[src/wdog_cfg.svh]
// constants for the software watchdog with reset-cause recording
// assumes a 32-bit ahb-lite register bus, one word per register
`ifndef WDOG_CFG_SVH
`define WDOG_CFG_SVH
// ========================================
// register byte offsets
`define OFS_RESET_CAUSE   8'h00
`define OFS_CONTROL       8'h04
`define OFS_VECTOR        8'h08
`define OFS_SERVICE       8'h0c
`define OFS_IRQ_CONTROL   8'h10
// ========================================
// field positions
`define BIT_EXT_FLAG      7
`define BIT_WDOG_FLAG     5
`define BIT_ENABLE        7
`define BIT_ACTION        6
`define BIT_PRESCALE      5
`define BIT_TSEL_HI       4
`define BIT_TSEL_LO       3
`define BIT_HANG_EN       2
`define BIT_HANG_DONE     1
// ========================================
// reset values, service keys, prescale divider and reset-out pulse length
`define VECTOR_RST        8'h0f
`define CONTROL_RST       8'h00
`define KEY_ARM           8'h55
`define KEY_FIRE          8'haa
`define PRESCALE_DIV      8192
`define RESET_OUT_CYCLES  16
`endif

[src/wdog_pkg.sv]
// types for the software watchdog block
// assumes wdog_cfg.svh is included by the design file
package wdog_pkg;
   // ========================================
   // register bus request as captured in the address phase
   typedef struct packed {
      logic       valid;
      logic       write;
      logic [7:0] addr;
   } bus_req_s;
   // watchdog control fields
   typedef struct packed {
      logic       enable;
      logic       action_reset;
      logic       prescale;
      logic [1:0] tsel;
      logic       hang_en;
   } ctrl_s;
endpackage : wdog_pkg

[src/sw_watchdog_reset_status.sv]
// software watchdog with reset-cause register, vectored interrupt and hang escape
// assumes a single 100 MHz clock, an ahb-lite slave port and an external reset pin
//
// Chosen here: the AHB-Lite slave port and the placing of the registers.
`timescale 1ns/10ps
`include "wdog_cfg.svh"
module sw_watchdog_reset_status #(
   parameter int PRESCALE = `PRESCALE_DIV           // count clock divider
) (
   input  wire logic        i_mclk,      // system clock
   input  wire logic        i_nrst,      // synchronous active-low external reset pin
   input  wire logic        i_ce,        // clock enable, freezes state when low
   input  wire logic        hsel,        // ahb slave select
   input  wire logic [31:0] haddr,       // ahb address
   input  wire logic [1:0]  htrans,      // ahb transfer type
   input  wire logic        hwrite,      // ahb write
   input  wire logic [2:0]  hsize,       // ahb size
   input  wire logic [31:0] hwdata,      // ahb write data
   input  wire logic        hready,      // ahb bus ready
   output logic      [31:0] hrdata,      // ahb read data
   output logic             hreadyout,   // ahb slave ready
   output logic             hresp,       // ahb response, always okay
   input  wire logic        i_interrupt_ack_cycle,      // interrupt acknowledge cycle for this source
   output logic      [7:0]  o_vector,    // vector returned in the acknowledge cycle
   output logic             o_autovec,   // autovector request, never asserted
   output logic             o_irq,       // watchdog interrupt pending
   output logic      [7:0]  o_irq_level, // interrupt level field
   output logic             o_soft_rst,  // internal soft reset to other modules
   output logic             o_reset_out_n, // reset output pin, active low
   output logic             o_transfer_ack // transfer acknowledge to end a hung cycle
);
   // ========================================
   // local state
   wdog_pkg::bus_req_s req_r;
   wdog_pkg::ctrl_s    ctrl_r;
   wdog_pkg::ctrl_s    active_r;        // timeout selection in force
   logic [7:0]         cause_r;
   logic [7:0]         vector_r;
   logic [7:0]         irq_ctrl_r;
   logic               hang_done_r;
   logic               armed_r;
   logic               pend_r;
   logic               hang_phase_r;
   logic [28:0]        count_r;
   logic [12:0]        pre_r;
   logic [3:0]         rst_cnt_r;
   logic               soft_rst_r;
   logic               svc;
   logic               tick;
   logic               expire;
   logic               wr_ok;

   // decode a delay selection into its last count value
   function automatic logic [28:0] limit_of(input wdog_pkg::ctrl_s c);
      logic [4:0] sh;
      sh = c.prescale ? 5'd9 : 5'd9;   // count units: prescaled clocks start at 2^9
      sh = 5'(sh + {2'b00, c.tsel, 1'b0});
      return 29'((29'h1 << sh) - 29'h1);
   endfunction : limit_of

   // ========================================
   // bus slave: zero wait states, address phase captured when ready
   assign hreadyout = 1'b1;
   assign hresp     = 1'b0;
   assign wr_ok     = req_r.valid & req_r.write & i_ce;

   always_ff @(posedge i_mclk) begin
      if (!i_nrst) begin
         req_r <= '0;
      end else if (i_ce && hready) begin
         req_r.valid <= hsel & htrans[1];
         req_r.write <= hwrite;
         req_r.addr  <= haddr[7:0];
      end
   end

   // read mux, decoded from the registered address phase so data stands in the data phase
   always_comb begin
      hrdata = 32'h0000_0000;
      if (req_r.valid && !req_r.write) begin
         case (req_r.addr)
            `OFS_RESET_CAUSE: hrdata[7:0] = cause_r;
            `OFS_CONTROL:     hrdata[7:0] = {ctrl_r.enable, ctrl_r.action_reset,
                                             ctrl_r.prescale, ctrl_r.tsel,
                                             ctrl_r.hang_en, hang_done_r, 1'b0};
            `OFS_VECTOR:      hrdata[7:0] = vector_r;
            `OFS_IRQ_CONTROL: hrdata[31:24] = irq_ctrl_r;
            default:          hrdata = 32'h0000_0000;
         endcase
      end
   end

   // ========================================
   // control, vector and irq-level registers
   always_ff @(posedge i_mclk) begin
      if (!i_nrst) begin
         ctrl_r     <= '0;
         vector_r   <= `VECTOR_RST;
         irq_ctrl_r <= 8'h00;
      end else if (wr_ok) begin
         if (req_r.addr == `OFS_CONTROL && !pend_r) begin
            ctrl_r.enable       <= hwdata[`BIT_ENABLE];
            ctrl_r.action_reset <= hwdata[`BIT_ACTION];
            ctrl_r.prescale     <= hwdata[`BIT_PRESCALE];
            ctrl_r.tsel         <= hwdata[`BIT_TSEL_HI:`BIT_TSEL_LO];
            ctrl_r.hang_en      <= hwdata[`BIT_HANG_EN];
         end
         if (req_r.addr == `OFS_VECTOR)
            vector_r <= hwdata[7:0];
         if (req_r.addr == `OFS_IRQ_CONTROL)
            irq_ctrl_r <= hwdata[31:24];
      end
   end

   // ========================================
   // service sequence: arm on 0x55, fire on 0xaa only when armed
   assign svc = wr_ok && req_r.addr == `OFS_SERVICE &&
                hwdata[7:0] == `KEY_FIRE && armed_r;

   always_ff @(posedge i_mclk) begin
      if (!i_nrst) begin
         armed_r <= 1'b0;
      end else if (wr_ok && req_r.addr == `OFS_SERVICE) begin
         if (hwdata[7:0] == `KEY_ARM)
            armed_r <= 1'b1;
         else if (hwdata[7:0] == `KEY_FIRE)
            armed_r <= 1'b0;
      end
   end

   // selection in force is latched only on a full service
   always_ff @(posedge i_mclk) begin
      if (!i_nrst)
         active_r <= '0;
      else if (svc)
         active_r <= ctrl_r;
   end

   // ========================================
   // prescaler: 8192 clocks per tick when selected
   assign tick = active_r.prescale ? (pre_r == 13'(PRESCALE - 1)) : 1'b1;

   always_ff @(posedge i_mclk) begin
      if (!i_nrst || svc)
         pre_r <= 13'h0000;
      else if (i_ce && ctrl_r.enable)
         pre_r <= tick ? 13'h0000 : 13'(pre_r + 13'h0001);
   end

   // up-counter from zero; prescaled steps add 13 to the exponent (9+13=22)
   assign expire = ctrl_r.enable && tick && count_r == limit_of(active_r);

   always_ff @(posedge i_mclk) begin
      if (!i_nrst || svc)
         count_r <= 29'h0;
      else if (i_ce && ctrl_r.enable && tick)
         count_r <= expire ? 29'h0 : 29'(count_r + 29'h1);
   end

   // ========================================
   // interrupt pending and hang escape
   always_ff @(posedge i_mclk) begin
      if (!i_nrst) begin
         pend_r       <= 1'b0;
         hang_phase_r <= 1'b0;
      end else if (i_ce) begin
         if (i_interrupt_ack_cycle && pend_r) begin
            pend_r       <= 1'b0;
            hang_phase_r <= 1'b0;
         end else if (expire && !active_r.action_reset) begin
            pend_r       <= 1'b1;
            hang_phase_r <= pend_r;
         end
      end
   end

   assign o_irq          = pend_r;
   assign o_irq_level    = irq_ctrl_r;
   assign o_vector       = vector_r;
   assign o_autovec      = 1'b0;
   assign o_transfer_ack = hang_phase_r & pend_r & ctrl_r.hang_en;

   // done flag: hardware set wins over software clear
   always_ff @(posedge i_mclk) begin
      if (!i_nrst)
         hang_done_r <= 1'b0;
      else if (i_ce) begin
         if (o_transfer_ack)
            hang_done_r <= 1'b1;
         else if (wr_ok && req_r.addr == `OFS_CONTROL && hwdata[`BIT_HANG_DONE])
            hang_done_r <= 1'b0;
      end
   end

   // ========================================
   // reset-mode timeout: soft reset pulse stretched so peers see it
   always_ff @(posedge i_mclk) begin
      if (!i_nrst) begin
         rst_cnt_r  <= 4'h0;
         soft_rst_r <= 1'b0;
      end else if (i_ce) begin
         if (expire && active_r.action_reset) begin
            soft_rst_r <= 1'b1;
            rst_cnt_r  <= 4'(`RESET_OUT_CYCLES - 1);
         end else if (rst_cnt_r != 4'h0)
            rst_cnt_r <= 4'(rst_cnt_r - 4'h1);
         else
            soft_rst_r <= 1'b0;
      end
   end

   assign o_soft_rst    = soft_rst_r;
   assign o_reset_out_n = ~soft_rst_r;

   // cause register: exactly one flag after each reset
   always_ff @(posedge i_mclk) begin
      if (!i_nrst)
         cause_r <= 8'h80;
      else if (i_ce && expire && active_r.action_reset)
         cause_r <= 8'h20;
   end

   // ========================================
   // checks
   AST_CAUSE_ONEHOT: assert property (@(posedge i_mclk) disable iff (!i_nrst)
      $onehot({cause_r[`BIT_EXT_FLAG], cause_r[`BIT_WDOG_FLAG]}))
      else $error("cause flags not one-hot");
   AST_DISABLED_HOLD: assert property (@(posedge i_mclk) disable iff (!i_nrst)
      !ctrl_r.enable && !svc |=> $stable(count_r))
      else $error("counter moved while disabled");
   AST_INTERRUPT_ACK_CYCLE_CLEARS: assert property (@(posedge i_mclk) disable iff (!i_nrst)
      i_ce && i_interrupt_ack_cycle && pend_r |=> !pend_r)
      else $error("acknowledge did not clear pending");
   AST_SVC_KEEPS_IRQ: assert property (@(posedge i_mclk) disable iff (!i_nrst)
      pend_r && !i_interrupt_ack_cycle |=> pend_r)
      else $error("pending cleared without acknowledge");
   AST_CTRL_LOCK: assert property (@(posedge i_mclk) disable iff (!i_nrst)
      pend_r |=> $stable(ctrl_r))
      else $error("control changed while pending");
   AST_SVC_RESTART: assert property (@(posedge i_mclk) disable iff (!i_nrst)
      svc |=> count_r == 29'h0)
      else $error("service did not restart count");
   AST_RESET_PIN: assert property (@(posedge i_mclk) disable iff (!i_nrst)
      i_ce && expire && active_r.action_reset |=> !o_reset_out_n && cause_r == 8'h20)
      else $error("reset timeout not signalled");
   AST_TA_FLAG: assert property (@(posedge i_mclk) disable iff (!i_nrst)
      i_ce && o_transfer_ack |=> hang_done_r)
      else $error("done flag not set");
   AST_NO_AUTOVEC: assert property (@(posedge i_mclk) disable iff (!i_nrst)
      !o_autovec && (o_vector == vector_r))
      else $error("autovector used");
endmodule : sw_watchdog_reset_status

[config.mk]
export PLATFORM = sky130hd
export DESIGN_NAME = sw_watchdog_reset_status
export DESIGN_NICKNAME = d
export VERILOG_FILES = /design/src/wdog_pkg.sv /design/src/sw_watchdog_reset_status.sv
export VERILOG_INCLUDE_DIRS = /design/src
export SDC_FILE = /design/constraint.sdc
export NUM_CORES = 1
export LEC_CHECK = 0
export BUFFER_PORTS_ARGS = -buffer_cell sky130_fd_sc_hd__buf_2
export CAP_MARGIN = 20
export CORE_MARGIN = 4
export CORE_UTILIZATION = 40
export DETAILED_ROUTE_END_ITERATION = 8
export MAX_ROUTING_LAYER = met4
export PLACE_DENSITY = 0.67
export SYNTH_ARGS = -nofsm -noshare
export SYNTH_HDL_FRONTEND = slang
export SYNTH_SLANG_ARGS = --single-unit
[constraint.sdc]
create_clock -name i_mclk -period 2.6 [get_ports i_mclk]
set_clock_uncertainty 0.15 [all_clocks]
set_input_delay 0.78 -clock i_mclk [delete_from_list [all_inputs] [get_ports i_mclk]]
set_output_delay 0.78 -clock i_mclk [all_outputs]
set_load 0.1 [all_outputs]
==> metrics.txt, run 1 <==
setup repair after global routing missed its margin yes; critical path launch point type register; clock tree from TritonCTS done; Seq cells post-synth 89; violated checks negative setup slack; Design Area, Final between 5000 and 6000 µm²; Hold WS 0.299 ns; buffers from clock root to sink, at most 2; number of max-capacitance violations reported 0; result of the run complete, but fails checks; DR DRC count 0; endpoint class of the critical path output pin; number of synthesized flops with an enable pin 0; global-route wire length before repair 16700 µm; mean post-synth cell area 8.21 µm²; count of port buffers added during placement between 60 and 70; final slew viol count 0; proportion of layout cells with a drive suffix above 1 24.1%; maximum clock rate roughly 330 MHz; first-pass detailed-route iteration total 6; fraction of registers with async set or reset after synthesis 0%; Final Total Pwr 0.00271 W; area of the multi-input gates 2440 µm²; worst flop-to-flop path startpoint active_r[1]; share of the synthesized area in the top cell type just over 40%; source of the worst hold timing path cause_r[5]; layout overhead on the synthesized area 26.1%; LEAKAGE 2.13 nW; count of unique library cells instantiated by Yosys 51; via count of the first global-routing pass ~3.6k; estimated wirelength of the detail-placed design about 7500 µm; GRT Resource Usage Total 16.2%; dpl cell area 5220 µm²; required time of the worst setup path 1.67 ns; total via count in the routed design slightly below 4k; number of violations reported at the end of detailed-routing iteration 0 199; DRT Wirelength roughly 10000 µm; cell count after placement approximately 730; FF-to-FF path depth 7; Synth Flop Type dfxtp_1; maximum number of pins on one net before global-route repair 39; maximum net fanout on the critical path 8; final net count 690; class of the tightest hold or removal check reg -> reg; number of antenna-violating nets in the routed design 0; worst flop-to-flop path endpoint cause_r[7]; via density per instance between 5 and 6; Reg area 1790 µm²; ratio of total power to cell area 496 nW/µm²; Cells on Worst Hold Path 2; cell types with the largest area share after synthesis dfxtp_1 (41%), nor2_1 (5.7%), nand2_1 (5.6%); clock-pin slew on the worst setup and hold paths 0.09 ns; layout filler cell count 960; latest clock arrival within the worst-skew pair 0.36 ns; count of clock tree sinks 89; total of warnings raised by yosys 0; worst min-delay path endpoint cause_r[5]; type of the setup path with the least slack reg -> out; antenna violations before repair 0; arrival time reported for the critical path endpoint about 2.1 ns; Die Y-Extent roughly 110 µm; clock period minus final worst setup slack 3.02 ns; combined area of all synthesized cells 4330 µm²; worst slew margin relative to its limit between 60% and 70%; number of buffers added by the clock tree synthesis step 9; worst setup margin -0.420 ns; initial core utilization slightly above 40%; Routed WL per cell 13.3 µm; core area 10400 µm²; CTS H-tree lvls 3; ports placed on the boundary 131; slew of the pin with the lowest slew margin ~0.58 ns; Synth Instances 527; share of the cycle needed by the critical path after routing 116%; flop2flop setup slack 0.09 ns; total setup violations reported at the end of the flow 16; die width about 110 µm; library cell occupying the most area in the post-synthesis netlist dfxtp_1; register area share after synthesis 41.2%; number of hold-slack violations in the final timing report 0; Core Rows 37; final RePlAce weighted congestion between 0.8 and 0.9; highest ir drop seen on vdd 231 µV; buffer type at the clock tree root clkbuf_8; die footprint 12500 µm²; sum of overflow across all layers after global routing 0; hold buffer count at cts 0; post-route non-filler standard cell count 751; Diodes inserted 0
-- cells in the mapped netlist (11+ instances only) --
| cell type | number |
|---|---|
| dfxtp_1 | 89 |
| inv_1 | 13 |
| xnor2_1 | 14 |
| xor2_1 | 18 |
| a21oi_1 | 30 |
| clkbuf_1 | 14 |
| nor2_1 | 66 |
| nand3_1 | 29 |
| nand2_1 | 65 |
| nand4_1 | 23 |
| o21ai_0 | 13 |
| buf_4 | 19 |
| mux2i_1 | 21 |
| and2_1 | 11 |
-- worst max-delay path: stages (launching register included) --
cell,delay (ns)
dfxtp_1,0.32
or4_4,0.56
nor2_4,0.11
nand3_2,0.10
nor3b_4,0.18
buf_6,0.15
and2_4,0.16
buf_12,0.17
-- layout by cell type (no fill, tap or decap), types with 14 or more instances in the layout --
cell type	count
a21oi_1	30
buf_12	16
buf_2	51
buf_4	28
conb_1	19
dfxtp_1	86
mux2i_1	21
nand2_1	65
nand3_1	28
nand4_1	23
nor2_1	57
xnor2_1	14
xor2_1	18
-- how the worst max path moves through the flow --
stage                  start         end  slack [ns]  cells past startpoint
floorplan           req_r[1]  hrdata[24]       -0.09                      5
global placement    req_r[1]  hrdata[26]       -0.08                      7
detailed placement  req_r[1]  hrdata[26]       -0.12                      7
CTS                 req_r[6]  hrdata[26]       -0.44                      7
global route        req_r[6]  hrdata[26]       -0.49                      7
finish              req_r[6]  hrdata[26]       -0.42                      7
-- state kept, by name, indices dropped and copies added (netlist names) --
name / count
active_r: 4
req_r: 10
hang_done_r: 1
cause_r: 2
ctrl_r: 6
o_soft_rst: 1
o_irq: 1
count_r: 29
o_vector: 8
armed_r: 1
o_irq_level: 8
hang_phase_r: 1
rst_cnt_r: 4
pre_r: 13
-- per-stage QoR --
step                setup TNS [ns]  worst slack (ns)  utilization, %
floorplan                    -1.49           -0.0930               -
global placement            -0.782           -0.0769            50.1
detailed placement           -1.41            -0.118            50.1
CTS                          -6.82            -0.442            52.2
global route                 -7.57            -0.495            52.4
finish                       -6.43            -0.420            52.4
-- layer usage --
metal	part of all wire [%]	global-route usage, %	vias up	wire, µm
met5	0	-	-	0
met3	5.4	3.70	10	540
met1	45	19.8	1805	4500
met2	48	26.5	90	4800
met4	1.2	5.21	0	117
li1	-	-	1964	-
-- power by group --
group          internal [W]  total, W  switching (W)  leakage [nW]
Clock              0.000472  0.000972       0.000500         0.103
Sequential          0.00138   0.00141      0.0000205         0.720
Combinational     0.0000923  0.000328       0.000236          1.30
Total               0.00195   0.00271       0.000756          2.13
-- cell families after synthesis --
logic type,synth area share (%)
simple gates,30.7
flops,41.2
compound gates,8.70
buf+inv,6.77
xor+xnor,6.48
mux,4.86
fa+ha+maj,1.16
other cells,0.174
-- repair_timing --
item,CTS,global route
gates resized for setup,3,1
setup buffers,0,1
pin swaps,2,0
setup endpoints to repair,16,22
-- layout make-up --
| class | instances | share of cell area (%) |
|---|---|---|
| Sequential cell | 89 | 32.7 |
| Tap cell | 136 | 3.12 |
| Timing Repair Buffer | 97 | 14.8 |
| Clock inverter | 6 | 1.19 |
| Inverter | 13 | 0.895 |
| Multi-Input combinational cell | 400 | 44.7 |
| Clock buffer | 10 | 2.52 |
Note: power is estimated with default switching activity, not from simulation.
==> run 2, diff against run 1 <==
==> constraint.sdc (replaced) <==
create_clock -name i_mclk -period 2.6 [get_ports i_mclk]
set_clock_uncertainty 0.15 [all_clocks]
set_input_delay 0.26 -clock i_mclk [delete_from_list [all_inputs] [get_ports i_mclk]]
set_output_delay 0.26 -clock i_mclk [all_outputs]
set_load 0.1 [all_outputs]
==> run 2 against run 1 <==
The flow now finishes without violations. Fmax rose by 16%. Cell area rose by 1.4%. Final cell count rose by 1.3%. Power rose by 1.1%. Clock power rose by 1%. Setup slack improved by 0.42 ns. Critical endpoint is now hrdata[28].
==> metrics.txt, run 2 (same netlist as run 1, synthesis figures left out) <==
number of max-capacitance violations reported 0 (unchanged); Hold WS 0.00998 ns (-0.289 ns); Die Y-Extent 112 µm (unchanged); Cells on Worst Hold Path 3 (+1); post-placement worst setup slack 0.135 ns (+0.253 ns); count of port buffers added during placement 67 (unchanged); critical path launch point type register; number of violations reported at the end of detailed-routing iteration 0 282 (+42%); worst slew margin relative to its limit 52.0% (-9.2 points); first-pass detailed-route iteration total 4 (-2); count of clock tree sinks 89 (unchanged); estimated wirelength of the detail-placed design 7520 µm (+0.15%); CP max stage delay 0.55 ns (about the same); number of hold-slack violations in the final timing report 0 (unchanged); layout filler cell count 947 (-1.4%); final net count 701 (+1.6%); via density per instance 5.21 (+1.1%); worst flop-to-flop path startpoint req_r[7]; maximum clock rate 385 MHz (+16%); class of the tightest hold or removal check in -> reg; final RePlAce weighted congestion 0.861 (-1.1%); total via count in the routed design 3964 (+2.5%); met1 routed wirelength after detailed routing 4750 µm (+5.6%); Routed WL per cell 14.0 µm (+5.3%); most common library cell in the layout ignoring fill and taps dfxtp_1; global-route wire length before repair 18200 µm (+9.0%); sum of met2 wire segment lengths after detailed routing 5270 µm (+9.7%); most flop-heavy register count_r; core area 10400 µm² (unchanged); most frequent cells in the layout dfxtp_1 (88), nand2_1 (64), nor2_1 (57), buf_2 (51), a21oi_1 (30); maximum number of pins on one net before global-route repair 39 (unchanged); type of the setup path with the least slack reg -> out; Core Rows 37 (unchanged); slew of the pin with the lowest slew margin 0.718 ns (+0.139 ns); cell count after placement 725 (-1.2%); setup TNS 0 ns (+6.43 ns); initial core utilization 41.5% (unchanged); via count of the first global-routing pass 3931 (+9.5%); antenna violations before repair 0 (unchanged); number of buffers added by the clock tree synthesis step 9 (unchanged); source of the worst hold timing path hsel; DR DRC count 0 (unchanged); FF-to-FF path depth 8 (+1); list of cells traversed by the critical path or4_4, nor2_4, nand3_2, nor3b_2, buf_4, and2_4, buf_12; family of cells with the greatest summed delay on the critical path simple AND/OR/NAND/NOR gates; master of the slowest instance on the critical path or4_4; largest registers count_r (29), pre_r (13), req_r (10); proportion of layout cells with a drive suffix above 1 22.2% (-1.8 points); CTS H-tree lvls 3 (unchanged); WL met3 493 µm (-8.7%); clock-pin slew on the worst setup and hold paths 0.10 ns (about the same); setup repair after global routing missed its margin yes; arrival time reported for the critical path endpoint 2.19 ns (+0.10 ns); die width 112 µm (unchanged); GRT Resource Usage Total 17.8% (+1.6 points); ports placed on the boundary 131 (unchanged); LEAKAGE 2.16 nW (+1.5%); CP bufs+invs 2 (unchanged); DRT Wirelength 10600 µm (+6.7%); clock tree from TritonCTS done; layout overhead on the synthesized area 27.8%; flop2flop setup slack 0.16 ns (+0.07 ns); buffers from clock root to sink, at most 2 (unchanged); share of the cycle needed by the critical path after routing 99.8% (-16 points); number of antenna-violating nets in the routed design 0 (unchanged); stages on the worst setup path 7 (unchanged); result of the run complete, no violations; highest ir drop seen on vdd 261 µV (+13%); die footprint 12500 µm² (unchanged); flip-flop count of the largest register, all copies and words added 29 (unchanged); source of the critical timing path req_r[7]; final cell utilization of the core 53.1% (+0.72 points); post-route non-filler standard cell count 761 (+1.3%); clock period minus final worst setup slack 2.60 ns (-0.424 ns); ratio of total power to cell area 495 nW/µm² (-0.27%); required time of the worst setup path 2.19 ns (+0.52 ns); worst setup margin 0.00415 ns (+0.424 ns); total setup violations reported at the end of the flow 0 (-16); Top Layer Used met4; Diodes inserted 0 (unchanged); endpoint class of the critical path output pin; latest clock arrival within the worst-skew pair 0.37 ns (about the same); buffer type at the clock tree root clkbuf_8; final slew viol count 0 (unchanged); maximum net fanout on the critical path 8 (unchanged); sum of overflow across all layers after global routing 0 (unchanged)
[run 2: cell types whose count changed in the layout (fill, tap and decap cells not counted), moves of 2 or more]
cell / change
dfxtp_2: -2
buf_4: -7
nor2_2: +8
dlygate4sd3_1: +18
inv_6: +3
nor2_4: -8
clkinv_2: -2
dfxtp_1: +2
[run 2: area by class of cell]
cell class                      count  area [µm²]  area share (%)
Multi-Input combinational cell    400        2390            43.2
Sequential cell                    89        1780            32.2
Timing Repair Buffer              108         945            17.1
Tap cell                          136         170            3.08
Clock buffer                        9         124            2.24
Clock inverter                      6        72.6            1.31
Inverter                           13        48.8           0.883
[run 2: tightest hold or removal path, cell delays in order]
cell     delay [ns]
buf_2          0.10
nand3_1        0.07
a21oi_1        0.06
[run 2: timing repair]
item                       in CTS  in global routing
resized for setup               6                 20
hold endpoints to repair       18                  0
pin swaps                       2                  7
setup endpoints to repair      10                 17
hold buffers                   18                  0
buffers inserted                1                  2
[run 2: power breakdown]
group / internal, W / switching [W] / total, W
logic: 0.000108 / 0.000240 / 0.000348
registers: 0.00139 / 0.0000207 / 0.00141
clock network: 0.000453 / 0.000529 / 0.000982
total: 0.00195 / 0.000790 / 0.00274
[run 2: final timing paths]
kind            endpoint
max           hrdata[28]
min             req_r[9]
min reg2reg   cause_r[5]
max reg2reg  count_r[17]
[run 2: per-stage QoR]
step | total power (W) | instance area [µm²]
global route | 0.00284 | 5530
finish | 0.00274 | 5530
CTS | 0.00275 | 5470
detailed placement | 0.00175 | 5070
global placement | 0.00174 | 5070
floorplan | 0.00170 | 4400
[run 2: per-layer routing]
layer / GRT usage, % / vias to the layer above
met5: - / -
met4: 4.89 / 0
met3: 4.35 / 12
met2: 29.6 / 104
met1: 21.5 / 1873
li1: - / 1975
==> run 3, diff against run 2 <==
--- a/config.mk
+++ b/config.mk
@@ -6,13 +6,14 @@
 export SDC_FILE = /design/constraint.sdc
 export NUM_CORES = 1
 export LEC_CHECK = 0
+export ABC_AREA = 1
 export BUFFER_PORTS_ARGS = -buffer_cell sky130_fd_sc_hd__buf_2
 export CAP_MARGIN = 20
 export CORE_MARGIN = 4
 export CORE_UTILIZATION = 40
 export DETAILED_ROUTE_END_ITERATION = 8
 export MAX_ROUTING_LAYER = met4
-export PLACE_DENSITY = 0.67
+export PLACE_DENSITY = 0.66
 export SYNTH_ARGS = -nofsm -noshare
 export SYNTH_HDL_FRONTEND = slang
 export SYNTH_SLANG_ARGS = --single-unit
==> run 3 against run 2 <==
Sequential cell count unchanged. Sequential power about the same. Area after synthesis increased by 10%. Register-to-register slack improved by 0.16 ns. Clock power increased by 36%. Routed wire length increased by 4.7%. Critical path depth increased by 3. First-iteration DRC count decreased by 24%. Cell area increased by 3.4%. Die area increased by 9.5%. Power increased by 18%. Setup slack improved by 0.19 ns. Critical path type unchanged. Critical endpoint is now hrdata[5]. Largest power group unchanged.
==> metrics.txt, run 3 <==
register area share after synthesis 37.3% (-3.8 points); first-pass detailed-route iteration total 4 (unchanged); cell types with the largest area share after synthesis dfxtp_1 (37%), nand2_1 (12%), nor2_1 (8.7%); DR DRC count 0 (unchanged); maximum net fanout on the critical path 7 (-1); count of clock tree sinks 89 (unchanged); family of cells with the greatest summed delay on the critical path buffers and inverters; GRT Resource Usage Total 17.5% (-0.31 points); Cells on Worst Hold Path 3 (unchanged); final RePlAce weighted congestion 0.871 (+1.2%); final cell utilization of the core 49.4% (-3.6 points); post-placement worst setup slack 0.338 ns (+0.204 ns); slew of the pin with the lowest slew margin 0.653 ns (-0.0648 ns); Comb pwr share 14.0% (+1.3 points); number of antenna-violating nets in the routed design 0 (unchanged); Synth Area in Compound Gates 11.8% (+3.1 points); layout overhead on the synthesized area 19.8%; post-synthesis xor/xnor area fraction 1.84% (-4.6 points); type of the setup path with the least slack reg -> out; via density per instance 4.76 (-8.6%); maximum clock rate 416 MHz (+8.0%); DRT Wirelength 11100 µm (+4.7%); global-route wire length before repair 18800 µm (+3.6%); setup repair after global routing missed its margin no; required time of the worst setup path 2.19 ns (about the same); total of warnings raised by yosys 0 (unchanged); Routed WL per cell 12.0 µm (-14%); total via count in the routed design 4426 (+12%); most frequent cells in the layout nand2_1 (152), nor2_1 (100), dfxtp_1 (89), inv_1 (75), a21oi_1 (56); net switching power 0.000853 W (+7.9%); most used standard cells in the synthesized netlist nand2_1 (152), nor2_1 (110), dfxtp_1 (89); library cell occupying the most area in the post-synthesis netlist dfxtp_1; flop2flop setup slack 0.32 ns (+0.16 ns); clock period minus final worst setup slack 2.40 ns (-0.192 ns); die footprint 13700 µm² (+9.5%); largest registers count_r (29), pre_r (13), req_r (10); class of the tightest hold or removal check in -> reg; Die Y-Extent 117 µm (+4.7%); Synth Flop Type dfxtp_1; master of the slowest instance on the critical path dfxtp_1; most flop-heavy register count_r; dominant combinational cell family by area after synthesis simple AND/OR/NAND/NOR gates; CP bufs+invs 4 (+2); core area 11600 µm² (+11%); source of the worst hold timing path hwdata[0]; final net count 862 (+23%); count of unique library cells instantiated by Yosys 42 (-18%); worst setup margin 0.196 ns (+0.192 ns); number of buffers added by the clock tree synthesis step 9 (unchanged); critical path launch point type register; most frequent cell after synthesis nand2_1; via count of the first global-routing pass 4081 (+3.8%); FF-to-FF path depth 15 (+7); sum of overflow across all layers after global routing 0 (unchanged); sequential share of power 44.4% (-7.0 points); highest ir drop seen on vdd 251 µV (-3.8%); clock tree from TritonCTS done; clock network power share 41.6% (+5.7 points); result of the run complete, no violations; Sw Ratio 26.5% (-2.4 points); layout filler cell count 1193 (+26%); worst flop-to-flop path startpoint active_r[1]; total setup violations reported at the end of the flow 0 (unchanged); post-synthesis mux area share 0% (-4.9 points); worst min-delay path endpoint o_vector[0]; number of synthesized flops with an enable pin 0 (unchanged); Post-Synth Simple-Gate Area 36.4% (+5.7 points); mean post-synth cell area 6.78 µm² (-17%); clock-pin slew on the worst setup and hold paths 0.06 ns (-0.04 ns); count of port buffers added during placement 67 (unchanged); number of hold-slack violations in the final timing report 0 (unchanged); number of violations reported at the end of detailed-routing iteration 0 214 (-24%); die width 117 µm (+4.7%); Seq cells post-synth 89 (unchanged); Diodes inserted 0 (unchanged); Synth Area in Adders 1.05% (-0.11 points); latest clock arrival within the worst-skew pair 0.33 ns (-0.04 ns); worst flop-to-flop path endpoint count_r[10]; cell count after placement 906 (+25%); CP max stage delay 0.31 ns (-0.24 ns); share of the synthesized area in the top cell type 37.3% (-3.8 points); endpoint class of the critical path output pin; Synth Instances 704 (+34%); Core Rows 39 (+5.4%); ports placed on the boundary 131 (unchanged); buffers from clock root to sink, at most 2 (unchanged); proportion of layout cells with a drive suffix above 1 18.2% (-4.1 points); final slew viol count 0 (unchanged); most common library cell in the layout ignoring fill and taps nand2_1; CTS H-tree lvls 3 (unchanged); ratio of total power to cell area 563 nW/µm² (+14%); maximum number of pins on one net before global-route repair 41 (+5.1%); worst slew margin relative to its limit 56.2% (+4.2 points); internal power of the cells 0.00236 W (+22%); setup TNS 0 ns (unchanged); post-route non-filler standard cell count 930 (+22%); combined area of all synthesized cells 4770 µm² (+10%); number of max-capacitance violations reported 0 (unchanged); initial core utilization 41.3% (-0.28 points); arrival time reported for the critical path endpoint 1.99 ns (-0.20 ns); list of cells traversed by the critical path nor2_1, nand2_1, inv_2, nand4_1, inv_2, nand2_1, nand3_1, nand2_1, inv_1, buf_4; fraction of registers with async set or reset after synthesis 0% (unchanged); Crit path top cell by count nand2_1; LEAKAGE 2.45 nW (+13%); Hold WS 0.0104 ns (+0.000457 ns); estimated wirelength of the detail-placed design 8320 µm (+11%); antenna violations before repair 0 (unchanged); share of the cycle needed by the critical path after routing 92.5% (-7.4 points); flip-flop count of the largest register, all copies and words added 29 (unchanged); buffer type at the clock tree root clkbuf_16
run 3: worst max-delay path by stage:
stage / start / to / slack [ns] / depth (start not counted)
floorplan: req_r[9] / hrdata[1] / -0.51 / 6
global placement: req_r[6] / hrdata[7] / 0.37 / 10
detailed placement: active_r[1] / count_r[10] / 0.34 / 15
CTS: req_r[0] / hrdata[2] / 0.06 / 6
global route: req_r[6] / hrdata[7] / 0.02 / 10
finish: req_r[6] / hrdata[5] / 0.20 / 10
run 3: metal layers:
layer / up-vias / wire (µm) / GRT usage (%)
met1: 1952 / 5440 / 23.2
met3: 8 / 535 / 3.91
met2: 87 / 5050 / 26.8
met4: 0 / 102 / 4.59
li1: 2379 / - / -
met5: - / 0 / -
run 3: tightest hold or removal path: cells and delay by family:
family	cells	cell delay, ns
simple gates	2	0.11
buf+inv	1	0.09
run 3: layout make-up:
| class | count | area, µm² | area share [%] |
|---|---|---|---|
| Multi-Input combinational cell | 514 | 2540 | 44.4 |
| Tap cell | 143 | 179 | 3.13 |
| Clock inverter | 2 | 35.0 | 0.613 |
| Timing Repair Buffer | 82 | 581 | 10.2 |
| Clock buffer | 14 | 274 | 4.79 |
| Sequential cell | 89 | 1780 | 31.2 |
| Inverter | 86 | 327 | 5.71 |
run 3: cells by family (layout without fill, tap and decap cells):
kind of cell,count (synthesis),after routing
other,2,19
AOI/OAI and AO/OA,108,108
adders and majority gates,4,4
buffers and inverters,118,184
and+or+nand+nor,373,373
xor gates and xnor gates,10,10
DFF,89,89
run 3: power groups by stage:
stage               clock, W  combinational, W  sequential, W
finish               0.00134          0.000450        0.00143
global route         0.00143          0.000497        0.00144
CTS                  0.00137          0.000449        0.00143
detailed placement         0          0.000439        0.00146
global placement           0          0.000437        0.00146
floorplan                  0          0.000384        0.00146
run 3: repair_timing:
| action | in CTS | in global routing |
|---|---|---|
| resized for setup | 2 | 12 |
| setup endpoints to repair | 2 | 15 |
| setup buffers | 0 | 0 |
| hold buffers | 8 | 0 |
| hold endpoints to repair | 8 | 0 |
| pin swaps | 0 | 0 |
run 3: per-stage QoR:
stage / instance area, µm² / total power [W]
6_report: 5720 / 0.00322
5_1_grt: 5720 / 0.00336
4_1_cts: 5690 / 0.00325
3_5_place_dp: 5290 / 0.00190
3_3_place_gp: 5290 / 0.00190
2_1_floorplan: 4860 / 0.00184
